### src/common/uartrx_pkg.sv
// Constants and carrier types for the oversampled serial receiver.
// Assumes one 50 MHz clock and a 16x tick enable supplied from outside.
package uartrx_pkg;
  localparam int unsigned TICKS_PER_BIT  = 16;
  localparam logic [3:0]  TICK_START_A   = 4'h3;
  localparam logic [3:0]  TICK_START_B   = 4'h5;
  localparam logic [3:0]  TICK_START_C   = 4'h7;
  localparam logic [3:0]  TICK_DATA_A    = 4'h8;
  localparam logic [3:0]  TICK_DATA_B    = 4'h9;
  localparam logic [3:0]  TICK_DATA_C    = 4'hA;
  localparam logic [3:0]  TICK_LAST      = 4'hF;
  localparam logic [3:0]  BITS_SHORT     = 4'h8;
  localparam logic [3:0]  BITS_LONG      = 4'h9;
  localparam logic [3:0]  IDLE_SHORT     = 4'hA;
  localparam logic [3:0]  IDLE_LONG      = 4'hB;
  localparam logic [8:0]  DATA_RESET     = 9'h000;

  // Control bits from software
  typedef struct packed {
    logic long_char;          // 9-bit characters
    logic parity_en;
    logic parity_odd;
    logic wake_addr;          // 1 address mark, 0 idle line
    logic idle_count_origin;  // 1 after stop bit, 0 after start bit
    logic rx_full_irq_en;
    logic line_quiet_irq_en;
    logic overrun_irq_en;
    logic noise_irq_en;
    logic framing_irq_en;
    logic parity_irq_en;
  } uartrx_ctrl_t;

  // Status flags shown to software
  typedef struct packed {
    logic rx_full_flag;
    logic idle_flag;
    logic overrun_flag;
    logic noise_flag;
    logic framing_error_flag;
    logic parity_error_flag;
  } uartrx_flags_t;
endpackage

### src/design/uartrx_vote.sv
// Three-sample majority voter with disagreement output.
// Assumes samples arrive already synchronised to the clock.
module uartrx_vote
  import uartrx_pkg::*;
(
  input  wire logic [2:0] samples,  // Three samples of one bit
  output logic            level,    // Majority value
  output logic            noisy     // Samples disagree
);
  // Majority and disagreement of three samples
  assign level = (samples[0] & samples[1]) | (samples[0] & samples[2]) | (samples[1] & samples[2]);
  assign noisy = (samples != 3'b000) && (samples != 3'b111);
endmodule

### src/design/uartrx_core.sv
// Serial receive path: 16x sampling, start/data/stop recovery, flags, standby.
// Assumes tick_16x is a one-cycle enable at sixteen times the baud rate and
// that software drives the control struct and one-cycle clear pulses.
module uartrx_core
  import uartrx_pkg::*;
(
  input  wire logic          ref_clk,         // 50 MHz clock
  input  wire logic          rst,             // Synchronous reset, active high
  input  wire logic          tick_16x,        // Oversample tick enable
  input  wire logic          rx_pin,          // Receive line, asynchronous
  input  wire uartrx_ctrl_t  ctrl,            // Control bits
  input  wire logic          standby_set,     // Pulse: sets standby request, unless idle-line wake is chosen and the line is already idle
  input  wire logic          data_read,       // Pulse: buffer read, clears full and errors
  input  wire logic          idle_clear,      // Pulse: clears idle flag
  output logic               standby_request, // Receiver in standby
  output uartrx_flags_t      flags,           // Status flags
  output logic [8:0]         rx_data,         // Received data buffer, bit 8 ninth bit
  output logic               rx_irq,          // Receive-full or idle request
  output logic               err_irq          // Error request
);
  typedef enum logic [1:0] {ST_HUNT, ST_START, ST_BITS} uartrx_state_t;

  uartrx_state_t state;
  logic [1:0]    sync;            // Two-stage synchroniser
  logic          rx;
  logic [2:0]    hist;            // Last three tick samples while hunting
  logic [3:0]    tick;            // Position within bit
  logic [3:0]    bit_idx;         // 0 start, then data, then stop
  logic [2:0]    start_smp;
  logic [2:0]    mid_smp;
  logic [9:0]    shifter;
  logic          prev_bit;        // Previous decided bit, for resync
  logic          char_noise;
  logic [3:0]    idle_cnt;
  logic          idle_seen;       // Line idle since last character
  logic          counting_idle;
  logic          vote_lvl;
  logic          vote_noise;
  logic          svote_lvl;
  logic          svote_noise;
  logic [3:0]    last_bit;
  logic [3:0]    idle_need;
  logic          done;
  logic          next_noise;
  logic [8:0]    char_data;
  logic          par_ok;
  logic          wake_mark;
  logic          wake_idle;
  logic          idle_event;
  logic [3:0]    hunt_tick;       // Bit-time count while hunting, for idle

  // Level from pin crosses two flops before use
  always_ff @(posedge ref_clk) begin
    if (rst) begin
      sync <= 2'b11;
    end else begin
      sync <= {sync[0], rx_pin};
    end
  end
  assign rx = sync[1];

  uartrx_vote u_start_vote (
    .samples (start_smp),
    .level   (svote_lvl),
    .noisy   (svote_noise)
  );

  uartrx_vote u_mid_vote (
    .samples ({mid_smp[1:0], rx}),
    .level   (vote_lvl),
    .noisy   (vote_noise)
  );

  assign last_bit  = (ctrl.long_char ? BITS_LONG : BITS_SHORT) + 4'h1; // Stop index
  assign idle_need = ctrl.long_char ? IDLE_LONG : IDLE_SHORT;
  assign done      = tick_16x && state == ST_BITS && tick == TICK_DATA_C && bit_idx == last_bit;
  assign next_noise = char_noise | vote_noise;

  // Assemble data; the ninth bit copies bit 7 for short characters
  always_comb begin
    char_data = ctrl.long_char ? shifter[9:1] : {shifter[9], shifter[9:2]};
    if (!ctrl.long_char) begin
      char_data = {shifter[9], shifter[9:2]};
    end
  end
  // Parity bit sits in the top data position, so the whole field is checked
  assign par_ok    = (ctrl.long_char ? ^char_data[8:0] : ^char_data[7:0]) == ctrl.parity_odd;
  // Stop bit is not shifted in yet at done, so the newest data bit is on top
  assign wake_mark = done && standby_request && ctrl.wake_addr && shifter[9];

  // Receive state machine
  always_ff @(posedge ref_clk) begin
    if (rst) begin
      state      <= ST_HUNT;
      hist       <= 3'b000;
      tick       <= 4'h0;
      bit_idx    <= 4'h0;
      start_smp  <= 3'b000;
      mid_smp    <= 3'b000;
      shifter    <= 10'h000;
      prev_bit   <= 1'b1;
      char_noise <= 1'b0;
    end else if (tick_16x) begin
      case (state)
        ST_HUNT: begin
          hist <= {hist[1:0], rx};
          if (hist == 3'b111 && !rx) begin
            state      <= ST_START;
            tick       <= 4'h2;
            char_noise <= 1'b0;
            start_smp  <= 3'b000;
          end
        end
        ST_START: begin
          tick <= tick + 4'h1;
          if (tick == TICK_START_A) start_smp[2] <= rx;
          if (tick == TICK_START_B) start_smp[1] <= rx;
          if (tick == TICK_START_C) begin
            if (svote_lvl || {start_smp[2:1], rx} inside {3'b011, 3'b101, 3'b110, 3'b111}) begin
              state <= ST_HUNT;
              tick  <= 4'h0;
              hist  <= 3'b000;
            end else begin
              state      <= ST_BITS;
              bit_idx    <= 4'h0;
              char_noise <= {start_smp[2:1], rx} != 3'b000;
            end
          end
        end
        ST_BITS: begin
          tick <= tick + 4'h1;
          if (tick == TICK_DATA_A) mid_smp[0] <= rx;
          if (tick == TICK_DATA_B) mid_smp <= {mid_smp[0], rx};
          if (tick == TICK_DATA_C) begin
            char_noise <= next_noise;
            if (bit_idx == 4'h0) begin
              prev_bit <= 1'b0;                                  // start kept regardless
            end else begin
              shifter  <= {vote_lvl, shifter[9:1]};
              prev_bit <= vote_lvl;
            end
            bit_idx <= bit_idx + 4'h1;
            if (bit_idx == last_bit) begin
              state <= ST_HUNT;
              hist  <= 3'b000;
            end
          end
          // Falling edge after a decided high bit realigns the count
          if (prev_bit && !rx && tick > TICK_DATA_C && bit_idx != last_bit) begin
            tick     <= 4'h2;
            prev_bit <= 1'b0;
          end else if (tick == TICK_LAST) begin
            tick <= 4'h0;
          end
        end
        default: state <= ST_HUNT;
      endcase
    end
  end

  // Idle bit counting; origin chooses start or stop bit
  always_ff @(posedge ref_clk) begin
    if (rst) begin
      idle_cnt      <= 4'h0;
      counting_idle <= 1'b0;
      idle_seen     <= 1'b0;
    end else if (tick_16x) begin
      if (state == ST_BITS && tick == TICK_DATA_C) begin
        if (bit_idx == 4'h0) begin
          counting_idle <= !ctrl.idle_count_origin;
          idle_cnt      <= 4'h0;
          idle_seen     <= 1'b0;
        end else if (bit_idx == last_bit) begin
          counting_idle <= 1'b1;
          if (ctrl.idle_count_origin || !vote_lvl) idle_cnt <= 4'h0;
          else idle_cnt <= idle_cnt + 4'h1;
        end else if (!vote_lvl) begin
          idle_cnt <= 4'h0;
        end else if (counting_idle) begin
          idle_cnt <= idle_cnt + 4'h1;
        end
      end else if (state == ST_HUNT && hunt_tick == TICK_DATA_C && counting_idle) begin
        if (idle_cnt >= idle_need) begin
          idle_seen     <= 1'b1;
          counting_idle <= 1'b0;
        end else begin
          idle_cnt <= idle_cnt + 4'h1;
        end
      end
    end
  end

  // A bit time clock while hunting, used only for idle counting
  always_ff @(posedge ref_clk) begin
    if (rst) begin
      hunt_tick <= 4'h0;
    end else if (tick_16x) begin
      hunt_tick <= (state == ST_HUNT) ? hunt_tick + 4'h1 : 4'h0;
    end
  end
  assign idle_event = tick_16x && state == ST_HUNT && hunt_tick == TICK_DATA_C && counting_idle
                      && idle_cnt >= idle_need && rx;

  assign wake_idle = standby_request && !ctrl.wake_addr && idle_event;

  // Standby request bit
  always_ff @(posedge ref_clk) begin
    if (rst) begin
      standby_request <= 1'b0;
    end else if (standby_set) begin
      standby_request <= !(!ctrl.wake_addr && idle_seen);
    end else if (wake_mark || wake_idle) begin
      standby_request <= 1'b0;
    end
  end

  // Buffer and flags; a new event beats a clear in the same cycle
  always_ff @(posedge ref_clk) begin
    if (rst) begin
      flags   <= '0;
      rx_data <= DATA_RESET;
    end else begin
      if (data_read) begin
        flags.rx_full_flag       <= 1'b0;
        flags.overrun_flag       <= 1'b0;
        flags.noise_flag         <= 1'b0;
        flags.framing_error_flag <= 1'b0;
        flags.parity_error_flag  <= 1'b0;
      end
      if (idle_clear) flags.idle_flag <= 1'b0;
      if (idle_event && !wake_idle) flags.idle_flag <= 1'b1;
      if (done && (!standby_request || wake_mark)) begin
        if (flags.rx_full_flag && !data_read) begin
          flags.overrun_flag <= 1'b1;                            // old data kept
        end else begin
          rx_data                  <= char_data;                 // A break already carries zero data
          flags.rx_full_flag       <= 1'b1;
          flags.framing_error_flag <= !vote_lvl;
          flags.noise_flag         <= next_noise;
          flags.parity_error_flag  <= ctrl.parity_en && !par_ok;
        end
      end
    end
  end

  // Interrupt requests, held off entirely during standby
  always_ff @(posedge ref_clk) begin
    if (rst) begin
      rx_irq  <= 1'b0;
      err_irq <= 1'b0;
    end else begin
      rx_irq  <= !standby_request &&
                 ((flags.rx_full_flag && ctrl.rx_full_irq_en) ||
                  (flags.idle_flag && ctrl.line_quiet_irq_en));
      err_irq <= !standby_request &&
                 ((flags.overrun_flag && ctrl.overrun_irq_en) ||
                  (flags.noise_flag && ctrl.noise_irq_en) ||
                  (flags.framing_error_flag && ctrl.framing_irq_en) ||
                  (flags.parity_error_flag && ctrl.parity_irq_en));
    end
  end
endmodule

### config.mk
export PLATFORM = sky130hd
export DESIGN_NAME = uartrx_core
export DESIGN_NICKNAME = d
export VERILOG_FILES = /design/src/common/uartrx_pkg.sv /design/src/design/uartrx_vote.sv /design/src/design/uartrx_core.sv
export SDC_FILE = /design/constraint.sdc
export NUM_CORES = 1
export LEC_CHECK = 0
export ABC_AREA = 0
export BUFFER_PORTS_ARGS = -buffer_cell sky130_fd_sc_hd__clkbuf_2
export CAP_MARGIN = 20
export CORE_MARGIN = 10
export CORE_UTILIZATION = 40
export CTS_BUF_LIST = sky130_fd_sc_hd__clkbuf_4
export DETAILED_ROUTE_END_ITERATION = 6
export PLACE_DENSITY = 0.55
export SYNTH_ARGS = -nofsm -noshare
export SYNTH_HDL_FRONTEND = slang
export SYNTH_SLANG_ARGS = --single-unit
### constraint.sdc
create_clock -name ref_clk -period 3.42 [get_ports ref_clk]
set_input_delay 0.513 -clock ref_clk [delete_from_list [all_inputs] [get_ports ref_clk]]
set_output_delay 0.513 -clock ref_clk [all_outputs]
set_load 0.02 [all_outputs]
After elaboration in Yosys (flattened, before gate mapping)
Cells that the tools add are included.
{ "totals": {"memories": 0, "in_bits": 18, "latchBits": 0, "ff_bits": 59, "rom_bits": 0, "wordCells": 223, "ramBits": 0} }
{ "op_classes": {"shift": 0, "magnitude_cmp": 2, "n_div": 0, "multipliers": 0, "n_eq_ne": 31, "bitwise": 9, "mux": 68, "reduce_logical": 82, "add_sub_neg": 5} }
{ "ops": {"columns": ["cell", "n"], "rows": [
  ["4-bit 2-to-1 mux", 19],
  ["1-bit logical AND", 34],
  ["1-bit 2-to-1 mux", 31],
  ["4-bit AND reduction", 6],
  ["4-bit by 1-bit adder with 4-bit output (second input constant)", 5],
  ["4-bit equality test (second input constant)", 5],
  ["3-bit 2-to-1 mux", 6],
  ["2-bit nonzero test", 8],
  ["2-bit != test (second input constant)", 7],
  ["3-bit equality test (second input constant)", 4],
  ["4-bit case mux with 3 select lines", 1],
  ["3-bit AND reduction", 4],
  ["6-bit AND reduction", 2],
  ["2-bit 2-to-1 mux", 5],
  ["5-bit AND reduction", 2],
  ["1-bit zero test", 9],
  ["3-bit case mux with 3 select lines", 1],
  ["3-bit nonzero test", 3],
  ["9-bit XOR reduction", 1],
  ["4-bit by 3-bit equality test with 1-bit output (second input constant)", 2],
  ["1-bit logical OR", 8],
  ["8-bit 2-to-1 mux", 1],
  ["4-bit case mux with 2 select lines", 1],
  ["8-bit XOR reduction", 1],
  ["23 further kinds", 31]
]} }

Longest topological paths before layout
{ "depth": {"ltp_word": 10, "ltp_mapped": 10, "mapped_depth_nobuf": 8} }

Hierarchy
From an unflattened synthesis, not the netlist that was laid out.
{ "hier_totals": {"hier_cells": 379, "hier_area_um2": 3260.6} }
{ "by_module_without_submodules": {"columns": ["module", "area_per_inst_um2", "n_inst", "cells_each"], "rows": [
  ["uartrx_core", 3208.1, 1, 371],
  ["uartrx_vote", 26.3, 2, 4]
]} }

Least setup slack after synthesis
Ideal clock, no wire load.
{ "synth_timing": {"path_type": "input to register", "from": "input port ctrl[10] (netlist name)", "to": "register rx_data[8]", "t_required_ns": 3.292, "arrival_time_ns": 2.024, "setup_time_ns": 0.128, "cell_stages": 7, "slack_ns": 1.268, "cell_sequence": "or3b_4 -> a211o_4 -> a211o_1 -> a21oi_2 -> buf_6 -> mux2i_1 -> nor2_1"} }
{ "synth_between": {"elab_chain_cells": 10} }
{ "synth_lines": {"columns": ["element", "line_no", "rtl"], "rows": [
  ["start: declaration", "uartrx_core.sv:11", "input wire uartrx_ctrl_t ctrl,"],
  ["1-bit 2-to-1 mux (*)", "uartrx_core.sv:74", "assign last_bit = (ctrl.long_char ? BITS_LONG : BITS_SHORT) + 4'h1;"],
  ["4-bit by 1-bit adder with 4-bit output (*)", "uartrx_core.sv:74", null],
  ["4-bit equality test (*)", "uartrx_core.sv:76", "assign done = tick_16x && state == ST_BITS && tick == TICK_DATA_C && bit_idx == last_bit;"],
  ["1-bit logical AND (*)", "uartrx_core.sv:76", null],
  ["1-bit logical AND (3 in series)", "uartrx_core.sv:89", "assign wake_mark = done && standby_request && ctrl.wake_addr && shifter[9];"],
  ["1-bit logical OR", "uartrx_core.sv:232", "if (done && (!standby_request || wake_mark)) begin"],
  ["1-bit logical AND (*)", "uartrx_core.sv:232", null],
  ["2-bit AND reduction (no source line) (*)", null, null],
  ["end signal: assignment", "uartrx_core.sv:236", "rx_data <= char_data;"],
  ["end: declaration", "uartrx_core.sv:17", "output logic [8:0] rx_data,"]
]} }
Mark *: on every way between the ends. The rest lies on a longest branch, timed or not.
A chain may end at the register's enable or synchronous reset.

Worst setup path after layout
{ "layout_timing": {"from": "register state[0]", "to": "register rx_data[8]"} }
{ "layout_between": {"elab_chain_cells": 10} }
{ "layout_lines": {"columns": ["element", "line_no", "rtl"], "rows": [
  ["start: declaration", "uartrx_core.sv:23", "uartrx_state_t state;"],
  ["start signal: assignment", "uartrx_core.sv:94", "state <= ST_HUNT;"],
  ["start signal: assignment", "uartrx_core.sv:108", "state <= ST_START;"],
  ["start signal: assignment", "uartrx_core.sv:120", "state <= ST_HUNT;"],
  ["2-bit equality test (*)", "uartrx_core.sv:76", null],
  ["1-bit logical AND (*) (3 in series)", "uartrx_core.sv:76", null],
  ["1-bit logical AND (3 in series)", "uartrx_core.sv:89", null],
  ["1-bit logical OR", "uartrx_core.sv:232", null],
  ["1-bit logical AND (*)", "uartrx_core.sv:232", null],
  ["2-bit AND reduction (no source line) (*)", null, null]
]} }
Marked as above.

==> flow_metrics.py <==
metrics = {
    "floorplan": {
        "fp.dieArea_um2": 11800,
        "initial_standard_cell_utilization_of_the_core_pct": 40.87,
        "die_height_um": 108.6,
        "die_width_um": 108.6,
        "io_pins": 36,
        "core-area_um2": 7687,
        "row_count": 32,
    },
    "critical_path": {
        "crit_path_max_incr_delay_ns": 0.37,
        "crit_path_cell_trace": "inv_1, ha_1, and4b_1, nand2_1, a211o_1, a21oi_2, buf_4, mux2i_1, nor2_1",
        "crit_path_end_kind": "register",
        "path_delay_family": "simple AND/OR/NAND/NOR gates",
        "timing.critical_path.required_ns": 3.69,
        "worstPathMaxFanout": 20,
        "worst_setup_path_start_kind": "register",
        "worstSetupPathType": "reg2reg",
        "crit_slowest_cell": "sky130_fd_sc_hd__a211o_1",
        "cp_arrival_ns": 2.59,
        "crit_buf_inv": 2,
    },
    "cells_and_area": {
        "fin_area_um2": 3557,
        "drive_above_1_share_pct": 17.94,
        "mostFrequentLayoutCells": "sky130_fd_sc_hd__dfxtp_1 (58), sky130_fd_sc_hd__nor2_1 (42), sky130_fd_sc_hd__clkbuf_2 (35), sky130_fd_sc_hd__a21oi_1 (34), sky130_fd_sc_hd__nand2_1 (25)",
        "layout.core_utilization_pct": 46.27,
        "layout-area-overhead-vs-synth_pct": 13.22,
        "mostFrequentLayoutCell": "sky130_fd_sc_hd__dfxtp_1",
        "finish.cell_count_without_fillers": 509,
        "finish.net_count": 435,
        "insertedDiodeCount": 0,
    },
    "timing": {
        "hold_violations": 0,
        "min_period_over_period_pct": 67.87,
        "tightest_slew_ns": 1.034,
        "timing.final.setup_violations": 0,
        "grt_setup_unrepaired": "false",
        "slew_headroom_pct": 31.03,
        "fin_worst_skew_ns": 0.01655,
        "setup_total_negative_slack_ns": 0,
        "period_minus_slack_ns": 2.321,
        "final_max_slew_viol_count": 0,
        "max_freq_mhz": 430.8,
        "setup_slack_ns": 1.099,
    },
    "synth": {
        "syn_nets": 404,
        "ys_seq_elements": 58,
        "syn_area_per_cell_um2": 8.468,
        "synth_top_flop_cell": "sky130_fd_sc_hd__dfxtp_1",
        "synth_largest_area_cell": "sky130_fd_sc_hd__dfxtp_1",
        "netlist_instances": 371,
        "synth_top_area_share_pct": 36.96,
        "cell_area_after_synthesis_um2": 3142,
        "synth_cell_types": 55,
        "ys.warnings.count": 0,
        "synth-async-reset-ratio_pct": 0,
        "synth-edff-count": 0,
        "share_of_synthesized_area_occupied_by_flip_flops_and_latches_pct": 36.96,
        "post_synth_main_area_contributors": "sky130_fd_sc_hd__dfxtp_1 (37%), sky130_fd_sc_hd__mux2i_1 (7.0%), sky130_fd_sc_hd__ha_1 (6.0%)",
    },
    "clock_tree": {
        "clock_latency_ns": 0.40,
        "post_cts_resized": 0,
        "cts-root-buf": "sky130_fd_sc_hd__clkbuf_4",
        "cts-buffers-inserted": 9,
        "cts.path.max_buffers": 2,
        "clock_tree_from_tritoncts": "built",
        "cts.htree.levels": 3,
        "tritoncts_num_sinks": 58,
        "holdBufCountCts": 0,
        "clk_pin_slew_worst_paths_ns": 0.12,
        "postCtsSetupRepairBufs": 0,
    },
    "placed_design": {
        "gpl.final_weighted_congestion": 0.7503,
        "cell_area_reported_after_detailed_placement_um2": 3387,
        "dp_cells": 493,
        "post-dp-hpwl_um": 5335,
        "place_ws_ns": 0.7135,
        "portBuffers": 35,
    },
    "route": {
        "drc": 0,
        "routedWlPerCell_um": 14.42,
        "vias_per_cell": 5.141,
        "drt_pass1_iterations": 4,
        "drt-initial-drc-count": 78,
        "antenna_left": 0,
        "via_count": 2617,
        "finalWirelength_um": 7342,
    },
    "power_and_ir_drop": {
        "worst_ir_drop_vdd_uv": 218.2,
        "power_per_cell_area_nw_per_um2": 373.8,
        "power_leakage_uw": 0.001415,
    },
    "grt": {
        "grt_antenna_before_repair": 0,
        "grt_start_max_net_pins": 47,
        "gr-usage-all-layers_pct": 13.11,
        "grt_first_pass_wirelength_um": 12440,
        "first_global_vias": 2464,
        "globalRoute.totalOverflow": 0,
    },
    "min_path": {
        "timing.hold.worst.class": "in2reg",
    },
    "run_status": {
        "status": "finished, final reports clean",
    },
    "flow_run": {
        "drv_cap": 0,
    },
}
layer usage:
layer	wire length, um	track usage, %	part of all wire, %	vias to the layer above
met1	3647	17.97	50	1200
li1	-	-	-	1360
met4	79	3.390	1.1	0
met2	3209	19.01	44	50
met3	406	4.720	5.5	7
met5	0	0	0	-
synthesized netlist by cell type (2+ instances only):
cell	instances
sky130_fd_sc_hd__or3_1	6
sky130_fd_sc_hd__inv_1	19
sky130_fd_sc_hd__maj3_1	2
sky130_fd_sc_hd__a21oi_1	34
sky130_fd_sc_hd__dfxtp_1	58
sky130_fd_sc_hd__nor2b_1	2
sky130_fd_sc_hd__a211oi_2	7
sky130_fd_sc_hd__a21boi_0	4
sky130_fd_sc_hd__nand3_1	17
sky130_fd_sc_hd__mux2i_1	22
sky130_fd_sc_hd__nand4_1	3
sky130_fd_sc_hd__nor3_1	12
sky130_fd_sc_hd__xnor2_1	8
sky130_fd_sc_hd__nand4b_1	2
sky130_fd_sc_hd__o21ai_0	8
sky130_fd_sc_hd__nand3b_1	7
sky130_fd_sc_hd__a211oi_1	3
sky130_fd_sc_hd__clkbuf_1	11
sky130_fd_sc_hd__o21a_1	2
sky130_fd_sc_hd__nand2_1	25
sky130_fd_sc_hd__a22oi_1	5
sky130_fd_sc_hd__buf_1	2
sky130_fd_sc_hd__nor2_1	42
sky130_fd_sc_hd__a21o_1	4
sky130_fd_sc_hd__buf_2	4
sky130_fd_sc_hd__ha_1	15
sky130_fd_sc_hd__nand2b_1	17
sky130_fd_sc_hd__or3b_2	2
sky130_fd_sc_hd__or2_2	2
worst paths after layout:
| kind | start | end | slack, ns | depth (start not counted) |
|---|---|---|---|---|
| worst max-delay path | state[0] | rx_data[8] | 1.10 | 9 |
| worst min-delay path | data_read | flags[3] | 0.28 | 2 |
| worst max register to register | state[0] | rx_data[8] | 1.10 | 9 |
| worst min register to register | sync[0] | sync[1] | 0.43 | 1 |
state kept, by name, indices dropped and copies added, names as in the netlist, 2 cells and up:
name and cells:
tick 4, start_smp 2, state 2, shifter 9, hist 3, sync 2, hunt_tick 4, rx_data 9
idle_cnt 4, bit_idx 4, mid_smp 2, flags 6
area by class of cell:
class	instances	area [um2]
fill	799	4130
multi-input combinational	275	1822
sequential	58	1161
timing repair buffer	39	205.2
tap	102	127.6
clock inverter	7	102.6
inverter	19	71.32
clock buffer	9	67.56
report_power, final:
part	switching (uW)	internal, uW	total, uW
Sequential	6.17	681	687
Clock	289	302	591
Combinational	31.1	20.9	52.0
stage by stage:
step	total power, uW	hold WS, ns
final	1330	0.2833
after floorplan	733.3	0.3895
after global routing	1390	0.2452
after global placement	754.2	0.3997
after detailed placement	755.1	0.4018
after CTS	1353	0.2564
logic make-up (layout without fill, tap and decap cells):
logic type               count (synthesis)  count (layout)  share of synthesized area, %
adder cells (fa/ha/maj)                 17              17                         6.611
AO/OA/AOI/OAI                           83              83                         18.48
XOR/XNOR                                 9               9                         2.509
AND/OR/NAND/NOR                        144             144                         23.38
buffers and inverters                   38              74                         5.058
flip-flops                              58              58                         36.96
multiplexers                            22              22                         7.009
Note: power is estimated with default switching activity, not from simulation.
